File: src/pkg/aasp_pkg.sv
// package: formats, widths and constants of the audio serial port
package aasp_pkg;
  localparam int WORD_W      = 32;
  localparam int BITCNT_W    = 5;
  localparam int CHAN_N      = 4;
  localparam int SLOT_W      = 8;
  localparam int FIFO_DEPTH  = 4;
  localparam int FRAME_W     = WORD_W * CHAN_N;
  localparam logic [BITCNT_W-1:0] MSB_IDX = 5'h1f;
  localparam logic [SLOT_W-1:0] SLOT_RST  = 8'h00;

  typedef enum logic [2:0] {
    FMT_RIGHT = 3'b000,
    FMT_LEFT  = 3'b001,
    FMT_I2S   = 3'b010,
    FMT_PCMA  = 3'b011,
    FMT_PCMB  = 3'b100,
    FMT_SLOT  = 3'b101
  } aasp_fmt_t;

  typedef enum logic [1:0] {
    ST_IDLE  = 2'b00,
    ST_DELAY = 2'b01,
    ST_SHIFT = 2'b10
  } aasp_state_t;

  typedef struct packed {
    logic [WORD_W-1:0] ch4;
    logic [WORD_W-1:0] ch3;
    logic [WORD_W-1:0] ch2;
    logic [WORD_W-1:0] ch1;
  } aasp_frame_t;

  typedef struct packed {
    aasp_fmt_t         fmt;
    logic              tdm;
    logic [SLOT_W-1:0] slotStart;
    logic [1:0]        selA;
    logic [1:0]        selB;
  } aasp_cfg_t;
endpackage : aasp_pkg

File: src/logic/aasp_fifo.sv
// fifo of frames between the converter side and the serial shifter
`timescale 1ns/10ps
module aasp_fifo #(
  parameter int WIDTH = 128,
  parameter int DEPTH = 4
) (
  input  wire logic             clk,
  input  wire logic             rst,
  input  wire logic [WIDTH-1:0] inData,
  input  wire logic             inValid,
  output logic                  inReady,
  output logic      [WIDTH-1:0] outData,
  output logic                  outValid,
  input  wire logic             outReady
);
  localparam int AW = $clog2(DEPTH);
  logic [WIDTH-1:0] mem_r [DEPTH];
  logic [AW-1:0]    wrPtr_r;
  logic [AW-1:0]    rdPtr_r;
  logic [AW:0]      count_r;
  wire              doWr = inValid && inReady;
  wire              doRd = outValid && outReady;

  assign inReady  = (count_r != (AW+1)'(DEPTH));
  assign outValid = (count_r != '0);
  assign outData  = mem_r[rdPtr_r];

  always_ff @(posedge clk or posedge rst) begin
    if (rst) begin
      wrPtr_r <= '0;
      rdPtr_r <= '0;
      count_r <= '0;
    end else begin
      if (doWr) wrPtr_r <= (wrPtr_r == AW'(DEPTH-1)) ? '0 : wrPtr_r + 1'b1;
      if (doRd) rdPtr_r <= (rdPtr_r == AW'(DEPTH-1)) ? '0 : rdPtr_r + 1'b1;
      count_r <= count_r + (AW+1)'(doWr) - (AW+1)'(doRd);
    end
  end

  always_ff @(posedge clk) begin
    if (doWr) mem_r[wrPtr_r] <= inData;
  end
endmodule : aasp_fifo

File: src/logic/aasp_serial_port.sv
// serial audio output port: shifts four-channel frames out against bit clock and frame sync
// How it works
// in right-aligned two-channel mode the last bit leaves on the final rising edge before sync turns.
// in right and left aligned modes left data goes while sync is high, right while it is low.
// in left-aligned mode the first bit leaves on the first rising edge after a sync change.
// in I2S mode the first bit leaves on the second rising edge and left data goes while sync is low.
// in pulse mode A the left word starts on the second rising edge and right follows at once.
// in pulse mode B the left word starts on the first rising edge and right follows at once.
// a two-channel slot mode delays the data and may swap or duplicate the channels.
// in four-channel right-aligned mode channels 1,3 go with sync high and 2,4 with sync low, ending at the turn.
// in four-channel left-aligned mode each half starts on the first rising edge after the turn.
// in four-channel I2S mode each half starts on the second rising edge, channels 1,3 with sync low.
// in four-channel pulse mode A channels 1 to 4 go back to back from the second rising edge.
// in four-channel pulse mode B channels 1 to 4 go back to back from the first rising edge.
// a four-channel offset mode delays the data and may swap or duplicate channels.
// the receiver samples each bit on the falling edge opposite to its launch.
// the slot start is a count of bit clocks after the pulse, and the data pin is released elsewhere.
`timescale 1ns/10ps
module aasp_serial_port (
  input  wire logic                                  clk,
  input  wire logic                                  rst,
  input  wire logic                                  bitClk,
  input  wire logic                                  frameSync,
  input  wire aasp_pkg::aasp_cfg_t                   cfg,
  input  wire logic [aasp_pkg::BITCNT_W-1:0]         wordLenM1,
  input  wire aasp_pkg::aasp_frame_t                 sampleIn,
  input  wire logic                                  sampleValid,
  output logic                                       sampleReady,
  output logic                                       dataOut,
  output logic                                       dataOe,
  output logic                                       underrun
);
  // two flip-flops per pin before anything reads them
  logic [1:0] bclkSync_r;
  logic [1:0] fsSync_r;
  logic       bclkDly_r;
  logic       fsDly_r;

  always_ff @(posedge clk or posedge rst) begin
    if (rst) begin
      bclkSync_r <= 2'b00;
      fsSync_r   <= 2'b00;
      bclkDly_r  <= 1'b0;
      fsDly_r    <= 1'b0;
    end else begin
      bclkSync_r <= {bclkSync_r[0], bitClk};
      fsSync_r   <= {fsSync_r[0], frameSync};
      bclkDly_r  <= bclkSync_r[1];
      fsDly_r    <= fsSync_r[1];
    end
  end

  wire bclkRise = bclkSync_r[1] && !bclkDly_r;
  wire fsLvl    = fsSync_r[1];

  // frame sync is sampled on bit-clock rises so a change is seen at the first rise after it
  logic fsAtRise_r;
  wire  fsEdge   = bclkRise && (fsLvl != fsAtRise_r);
  wire  fsRiseEv = fsEdge && fsLvl;

  // four frames buffered ahead; the shifter holds the frame being sent
  aasp_pkg::aasp_frame_t fifoData;
  logic                  fifoValid;
  logic                  fifoTake;

  aasp_fifo #(
    .WIDTH (aasp_pkg::FRAME_W),
    .DEPTH (aasp_pkg::FIFO_DEPTH)
  ) u_fifo (
    .clk      (clk),
    .rst      (rst),
    .inData   (sampleIn),
    .inValid  (sampleValid),
    .inReady  (sampleReady),
    .outData  (fifoData),
    .outValid (fifoValid),
    .outReady (fifoTake)
  );

  // channel words of the current frame, indexed 0..3 for channels 1..4
  logic [aasp_pkg::WORD_W-1:0] chan_r [aasp_pkg::CHAN_N];
  logic [aasp_pkg::WORD_W-1:0] fifoWord [aasp_pkg::CHAN_N];
  assign fifoWord[0] = fifoData.ch1;
  assign fifoWord[1] = fifoData.ch2;
  assign fifoWord[2] = fifoData.ch3;
  assign fifoWord[3] = fifoData.ch4;

  // formats sort into sync-level halves (right/left/i2s) and pulse trains (pcm a/b/slot)
  wire isRight = cfg.fmt == aasp_pkg::FMT_RIGHT;
  wire isI2s   = cfg.fmt == aasp_pkg::FMT_I2S;
  wire isHalf  = isRight || (cfg.fmt == aasp_pkg::FMT_LEFT) || isI2s;
  wire isSlot  = cfg.fmt == aasp_pkg::FMT_SLOT;
  wire oneSkip = isI2s || (cfg.fmt == aasp_pkg::FMT_PCMA);

  // words per burst: 1 or 2 per half, 2 or 4 per pulse frame
  wire [2:0] burstWords = isHalf ? (cfg.tdm ? 3'd2 : 3'd1) : (cfg.tdm ? 3'd4 : 3'd2);

  // right-aligned needs half length in bit clocks, measured from the previous half
  logic [7:0] halfLen_r;
  logic [7:0] halfCnt_r;
  wire  [7:0] burstBits = 8'((32'(burstWords)) * (32'(wordLenM1) + 32'd1));
  wire  [7:0] rightSkip = (halfLen_r > burstBits) ? (halfLen_r - burstBits) : 8'h00;

  // delay in bit clocks from the sync event to the first launch
  wire [7:0] startDly = isRight ? rightSkip :
                        isSlot  ? cfg.slotStart :
                        oneSkip ? 8'h01 : 8'h00;

  // half-frame phase: high carries ch1/ch3 in right/left, low carries them in i2s
  wire phaseA = isI2s ? !fsLvl : fsLvl;
  wire startEv = isHalf ? fsEdge : fsRiseEv;

  // word order within a burst, with slot-mode swap/duplicate through selA/selB
  function automatic logic [1:0] wordIdx(input logic [2:0] k, input logic ph, input logic half,
                                         input logic slot, input logic tdm,
                                         input logic [1:0] sa, input logic [1:0] sb);
    logic [1:0] r;
    r = 2'(k);
    if (half) r = tdm ? {k[0], !ph} : {1'b0, !ph};
    else if (slot && !tdm) r = k[0] ? sb : sa;
    else if (slot && k == 3'd0) r = sa;
    else if (slot && k == 3'd1) r = sb;
    return r;
  endfunction

  aasp_pkg::aasp_state_t state_r;
  logic [7:0]                   dly_r;
  logic [aasp_pkg::BITCNT_W-1:0] bit_r;
  logic [2:0]                   word_r;
  logic                         phase_r;
  logic                         dataOut_r;
  logic                         dataOe_r;
  logic                         underrun_r;

  // a new frame is pulled at the start of each pulse frame, or of the first half in level formats
  wire   frameStart = startEv && (!isHalf || phaseA);
  assign fifoTake   = frameStart && fifoValid;

  wire [1:0] curIdx = wordIdx(word_r, phase_r, isHalf, isSlot, cfg.tdm, cfg.selA, cfg.selB);
  wire [aasp_pkg::WORD_W-1:0] curWord = chan_r[curIdx];
  // msb first: the word is left-aligned at bit 31, word length set by wordLenM1
  wire [aasp_pkg::BITCNT_W-1:0] bitPos = aasp_pkg::MSB_IDX - (wordLenM1 - bit_r);
  wire lastBit  = bit_r == '0;
  wire lastWord = word_r == burstWords - 3'd1;
  // shift step shared by the last delay rise and the shift state
  wire [aasp_pkg::BITCNT_W-1:0] bitNxt  = lastBit ? wordLenM1 : bit_r - 1'b1;
  wire [2:0]                    wordNxt = lastBit ? word_r + 3'd1 : word_r;
  wire                          doneNxt = lastBit && lastWord;
  // one-bit words finish the first word on the launch rise itself
  wire                          oneBitW = wordLenM1 == '0;
  wire [1:0] firstIdx = wordIdx(3'd0, phaseA, isHalf, isSlot, cfg.tdm, cfg.selA, cfg.selB);
  // the frame may be loaded on this very rise, so take the msb from the fifo side then
  wire firstBit = fifoTake ? fifoWord[firstIdx][aasp_pkg::MSB_IDX]
                           : chan_r[firstIdx][aasp_pkg::MSB_IDX];

  genvar gi;
  generate
    for (gi = 0; gi < aasp_pkg::CHAN_N; gi++) begin : g_chan
      always_ff @(posedge clk or posedge rst) begin
        if (rst) chan_r[gi] <= '0;
        else if (fifoTake) chan_r[gi] <= fifoWord[gi];
      end
    end
  endgenerate

  always_ff @(posedge clk or posedge rst) begin
    if (rst) begin
      fsAtRise_r <= 1'b0;
      halfLen_r  <= 8'h00;
      halfCnt_r  <= 8'h00;
    end else if (bclkRise) begin
      fsAtRise_r <= fsLvl;
      halfCnt_r  <= fsEdge ? 8'h01 : halfCnt_r + 8'h01;
      if (fsEdge) halfLen_r <= halfCnt_r;
    end
  end

  always_ff @(posedge clk or posedge rst) begin
    if (rst) begin
      underrun_r <= 1'b0;
    end else begin
      underrun_r <= frameStart && !fifoValid;
    end
  end

  // launch happens on bit-clock rises so the receiver can sample on the fall
  always_ff @(posedge clk or posedge rst) begin
    if (rst) begin
      state_r   <= aasp_pkg::ST_IDLE;
      dly_r     <= 8'h00;
      bit_r     <= '0;
      word_r    <= 3'd0;
      phase_r   <= 1'b0;
      dataOut_r <= 1'b0;
      dataOe_r  <= 1'b0;
    end else if (bclkRise) begin
      if (startEv) begin
        phase_r <= phaseA;
        word_r  <= 3'd0;
        bit_r   <= wordLenM1;
        dly_r   <= startDly;
        if (startDly == 8'h00) begin
          // msb leaves on this rise; holding it in the register keeps it for the whole bit
          dataOut_r <= firstBit;
          dataOe_r  <= 1'b1;
          bit_r     <= oneBitW ? wordLenM1 : wordLenM1 - 5'h01;
          word_r    <= oneBitW ? 3'd1 : 3'd0;
          state_r   <= (oneBitW && burstWords == 3'd1) ? aasp_pkg::ST_IDLE : aasp_pkg::ST_SHIFT;
        end else begin
          state_r  <= aasp_pkg::ST_DELAY;
          dataOe_r <= 1'b0;
        end
      end else begin
        case (state_r)
          aasp_pkg::ST_IDLE: begin
            dataOe_r <= 1'b0;
          end
          aasp_pkg::ST_DELAY: begin
            dly_r <= dly_r - 8'h01;
            // the rise that ends the delay launches the msb, not the one after it
            if (dly_r == 8'h01) begin
              dataOut_r <= curWord[bitPos];
              dataOe_r  <= 1'b1;
              bit_r     <= bitNxt;
              word_r    <= wordNxt;
              state_r   <= doneNxt ? aasp_pkg::ST_IDLE : aasp_pkg::ST_SHIFT;
            end
          end
          aasp_pkg::ST_SHIFT: begin
            dataOut_r <= curWord[bitPos];
            dataOe_r  <= 1'b1;
            bit_r     <= bitNxt;
            word_r    <= wordNxt;
            if (doneNxt) state_r <= aasp_pkg::ST_IDLE;
          end
          default: state_r <= aasp_pkg::ST_IDLE;
        endcase
      end
    end
  end

  // zero-delay starts launch on the same rise as the detected sync change
  wire launchNow = bclkRise && startEv && (startDly == 8'h00);

  assign dataOut  = dataOut_r;
  assign dataOe   = dataOe_r;
  assign underrun = underrun_r;

  AST_MSB_AT_ONCE: assert property (@(posedge clk) disable iff (rst)
    launchNow |=> (dataOe && dataOut == $past(firstBit)))
    else $error("msb not launched on the sync rise");

  AST_OE_OFF_IDLE: assert property (@(posedge clk) disable iff (rst)
    (state_r == aasp_pkg::ST_IDLE && bclkRise && !startEv) |=> !dataOe_r)
    else $error("data pin driven outside own slot");
  AST_DELAY_HOLDS_OFF: assert property (@(posedge clk) disable iff (rst)
    (state_r == aasp_pkg::ST_DELAY) |-> !dataOe_r)
    else $error("data pin driven during slot delay");
  AST_SKIP_ONE: assert property (@(posedge clk) disable iff (rst)
    (bclkRise && startEv && oneSkip && !isSlot) |=> (state_r == aasp_pkg::ST_DELAY))
    else $error("second-edge formats did not wait one bit clock");
  AST_FIRST_EDGE: assert property (@(posedge clk) disable iff (rst)
    (bclkRise && startEv && !isRight && !oneSkip && !isSlot) |=> ##1 dataOe)
    else $error("first-edge format did not launch at once");
  AST_SLOT_DELAY: assert property (@(posedge clk) disable iff (rst)
    (bclkRise && startEv && isSlot && cfg.slotStart != 8'h00) |=> dly_r == $past(cfg.slotStart))
    else $error("slot delay not loaded from start count");
  AST_WORD_STEP: assert property (@(posedge clk) disable iff (rst)
    (bclkRise && !startEv && state_r == aasp_pkg::ST_SHIFT && lastBit && !lastWord)
      |=> word_r == $past(word_r) + 3'd1 && state_r == aasp_pkg::ST_SHIFT)
    else $error("next word did not follow last bit");
  AST_PHASE_I2S: assert property (@(posedge clk) disable iff (rst)
    (bclkRise && startEv && isI2s) |=> phase_r == !$past(fsLvl))
    else $error("i2s phase not inverted");
  AST_PHASE_LVL: assert property (@(posedge clk) disable iff (rst)
    (bclkRise && startEv && isHalf && !isI2s) |=> phase_r == $past(fsLvl))
    else $error("left data not tied to sync high");
  AST_RIGHT_END: assert property (@(posedge clk) disable iff (rst)
    (bclkRise && startEv && isRight) |=> dly_r == $past(rightSkip))
    else $error("right-aligned delay not from half length");
endmodule : aasp_serial_port

File: config.mk
export PLATFORM = sky130hd
export DESIGN_NAME = aasp_serial_port
export DESIGN_NICKNAME = d
export VERILOG_FILES = /design/src/pkg/aasp_pkg.sv /design/src/logic/aasp_fifo.sv /design/src/logic/aasp_serial_port.sv
export SDC_FILE = /design/constraint.sdc
export NUM_CORES = 1
export LEC_CHECK = 0
export BUFFER_PORTS_ARGS = -buffer_cell sky130_fd_sc_hd__buf_2
export CORE_MARGIN = 5
export CORE_UTILIZATION = 45
export CTS_CLUSTER_SIZE = 16
export DETAILED_ROUTE_END_ITERATION = 16
export HOLD_SLACK_MARGIN = 0.15
export MAX_ROUTING_LAYER = met4
export REMOVE_ABC_BUFFERS = 1
export SYNTH_ARGS = -nofsm -noshare
export SYNTH_HDL_FRONTEND = slang
export SYNTH_SLANG_ARGS = --single-unit
export TNS_END_PERCENT = 30
File: constraint.sdc
create_clock -name clk -period 6.7 [get_ports clk]
set_input_delay 1.34 -clock clk [delete_from_list [all_inputs] [get_ports clk]]
set_output_delay 1.34 -clock clk [all_outputs]
set_load 0.005 [all_outputs]
==> metrics <==
most numerous cell in the Yosys netlist=edfxtp_1; commonest cells in the netlist=edfxtp_1, dfrtp_1, mux2_2; Initial DRC Count=between 800 and 900; Fmax=approximately 0.18 GHz; share of post-route cells with drive strength above 1=0.320; Initial Utilization=0.454; Rel. slew slack=0.263; Syn Area/Cell=~18 µm²; GPL Wtd Cong=about 0.84; clock tree root buffer cell=clkbuf_16; minimum hold slack=between 0.3 and 0.4 ns; Area Growth Syn to Fin=15.1%; pwr dens=435 nW/µm²; met2 wire len=32300 µm; main combinational cell family by area after synthesis=multiplexers; Fin Clk Skew=~0.032 ns; dpl hpwl=between 30000 and 40000 µm; Synth Area in XOR/XNOR=0.00914; yosys warns=0; worst-skew pair later-pin latency=between 0.6 and 0.7 ns; max-cap viol count=0; post-synthesis compound-gate area fraction=0.0445; Post-Synth Simple-Gate Area=0.0412; HP Class=reg -> reg; Fin. Hold Viols=0; Synth Area in Adders=0.0227; Die ar.=~70000 µm²; status=finished clean; actual slew at the worst max-slew pin=between 1 and 1.5 ns; post_cts resized=0; Peak VDD IR=297 µV; clock sink count=691; postcts setup bufs=0; remaining global-route overflow=0; top layer in use=met4; Reg clk slew, reported paths=about 0.06 ns; top post-synthesis cells by area=edfxtp_1, dfrtp_1, mux4_2, mux2_2, ha_1; Critical Path RT=about 7 ns; Hold Path Stages=0; Setup Viol. Count Final=0; Synth cell types=between 70 and 80; All-Layer GR Usage=0.195; number of synthesized flops with an enable pin=a little over 500; num ports=around 160; WS Path Type=in -> reg; RSZ-0062 raised after global routing=false; Remaining DRCs=0; Async SR Flop Fraction=0.259; Cell Rows=92; reg2reg start=word_r[0]$_DFFE_PP0P_; final net count=1987; CORE AREA=~63000 µm²; FF+latch count, synth=691; Antenna Nets Post-Route=0; total CTS buffers=between 70 and 80; crit start category=input pin; drt via density=between 5 and 6; Final Worst Setup Slack=1.08 ns; period utilization=0.839; Worst setup EP type=flip-flop; mux cell area share after synthesis=0.171; post-synthesis sequential area ratio=0.694; pre-CTS WS=around 0.42 ns; worst path arrival time=around 6 ns; crit-path max FO=12; WL met3=roughly 3800 µm; number of max-slew violations in the final report=0; min Tclk post-route=5.62 ns; Setup crit start=cfg[13]; Synth Flop Type=edfxtp_1; Syn Inst Count=between 1500 and 2000; mapped cell area=between 20000 and 30000 µm²; Util after Layout=0.523; HP Start=bclkSync_r[0]$_DFF_PP0_; pin count of the biggest net entering global routing=around 130; R2R cell count=10; Port Buffers=between 150 and 200; # hold bufs at CTS=0; TritonCTS clock tree=yes; chip height=262 µm; post-detailed-placement cell area=between 30000 and 40000 µm²; WL per Instance=23.7 µm; first-pass GRT wire length=around 99000 µm; vias in the first global route=16200; clock buffer depth=3; Pleak=about 12 nW; cell taking the most area after synthesis=edfxtp_1; DR pass1 iterations=5; met1 WL=approximately 27000 µm; initial antenna violation count=20; via count=between 15000 and 20000; Yosys top cell area share=0.538; design area=between 30000 and 40000 µm²; H-tree depth=3; Die W=between 200 and 300 µm; total wire length=around 64000 µm
cells in the final DEF (no fill, tap or decap), types with 8 or more instances in the layout:
cell | synthesis | final
mux2_2 | 139 | 139
fa_1 | 8 | 8
clkinv_1 | 0 | 11
a21o_1 | 11 | 11
buf_4 | 6 | 20
ha_1 | 39 | 39
mux4_2 | 138 | 138
xor2_1 | 13 | 13
dfrtp_1 | 179 | 177
o21ai_0 | 31 | 31
inv_1 | 43 | 42
clkinv_2 | 0 | 10
clkbuf_16 | 0 | 75
a211oi_1 | 8 | 8
nor3_1 | 15 | 14
nor2_1 | 39 | 39
mux2i_1 | 19 | 19
nand2_1 | 89 | 89
a31oi_1 | 22 | 22
nor2b_1 | 8 | 8
nand4_1 | 11 | 11
clkbuf_1 | 38 | 18
buf_2 | 20 | 157
edfxtp_1 | 512 | 512
a21oi_1 | 30 | 29
nand3_1 | 31 | 31
diode_2 | 0 | 19
xnor2_1 | 15 | 15
final cells by class:
| cell class | instances | area, µm² |
|---|---|---|
| antenna | 19 | 47.5 |
| clock buffer | 97 | 2000 |
| clock inverter | 40 | 442 |
| fill | 5155 | 30100 |
| inverter | 43 | 169 |
| multi-input combinational | 793 | 8280 |
| sequential | 691 | 19900 |
| tap | 846 | 1060 |
| timing repair buffer | 183 | 1060 |
report_power, final:
part	switching, mW	internal [mW]
logic	2.08	1.86
clock network	1.67	2.37
registers	0.554	5.77
registers in the layout, summed over array words and instances (netlist names), 2 cells and up:
name,count
u_fifo.mem_r,512
u_fifo.rdPtr_r,2
chan_r,128
u_fifo.wrPtr_r,2
halfCnt_r,8
halfLen_r,8
fsSync_r,2
state_r,2
bit_r,5
word_r,3
bclkSync_r,2
u_fifo.count_r,3
dly_r,8
kinds of logic after synthesis:
kind of cell               after synthesis
and+or+nand+nor                        241
DFF                                    691
AOI/OAI and AO/OA                      179
adders and majority gates               47
xor gates and xnor gates                29
muxes                                  297
buffers and inverters                  119
worst max-delay path: stages:
cell     delay, ns
buf_2         0.18
a21o_1        0.27
inv_1         0.16
ha_1          0.37
nand2_1       0.15
fa_1          0.54
inv_1         0.04
ha_1          0.21
fa_1          0.46
a21o_1        0.17
a21oi_1       0.17
xor2_1        0.18
ha_1          0.31
nand4_1       0.11
nor2_1        0.05
nor4_1        0.27
nand2_1       0.12
o211a_1       0.23
a21oi_1       0.17
buf_4         0.22
nor2_1        0.05
a221o_1       0.34
worst paths after layout:
kind	to	slack [ns]
hold / removal	bclkSync_r[1]$_DFF_PP0_	0.35
min in group asynchronous	halfLen_r[0]$_DFFE_PP0P_	0.78
hold reg to reg	bclkSync_r[1]$_DFF_PP0_	0.35
setup / recovery	word_r[0]$_DFFE_PP0P_	1.08
setup reg to reg	dataOut$_DFFE_PP0P_	2.14
max in group asynchronous	chan_r[45]$_DFFE_PP0P_	4.67
stage by stage:
stage / power, mW / TNS [ns] / instances
after floorplan: 9.32 / -691.67 / 1527
after global placement: 10.3 / 0 / 2556
after detailed placement: 10.4 / 0 / 2556
after CTS: 14.5 / 0 / 2693
after global routing: 15.1 / 0 / 2711
final: 14.3 / 0 / 2712
per-layer routing:
metal	GRT usage	vias up
met1	0.245	7890
met3	0.0497	108
met5	-	-
met2	0.323	325
li1	-	6767
met4	0.0476	0
No activity file was read; power rests on OpenSTA's default activity.
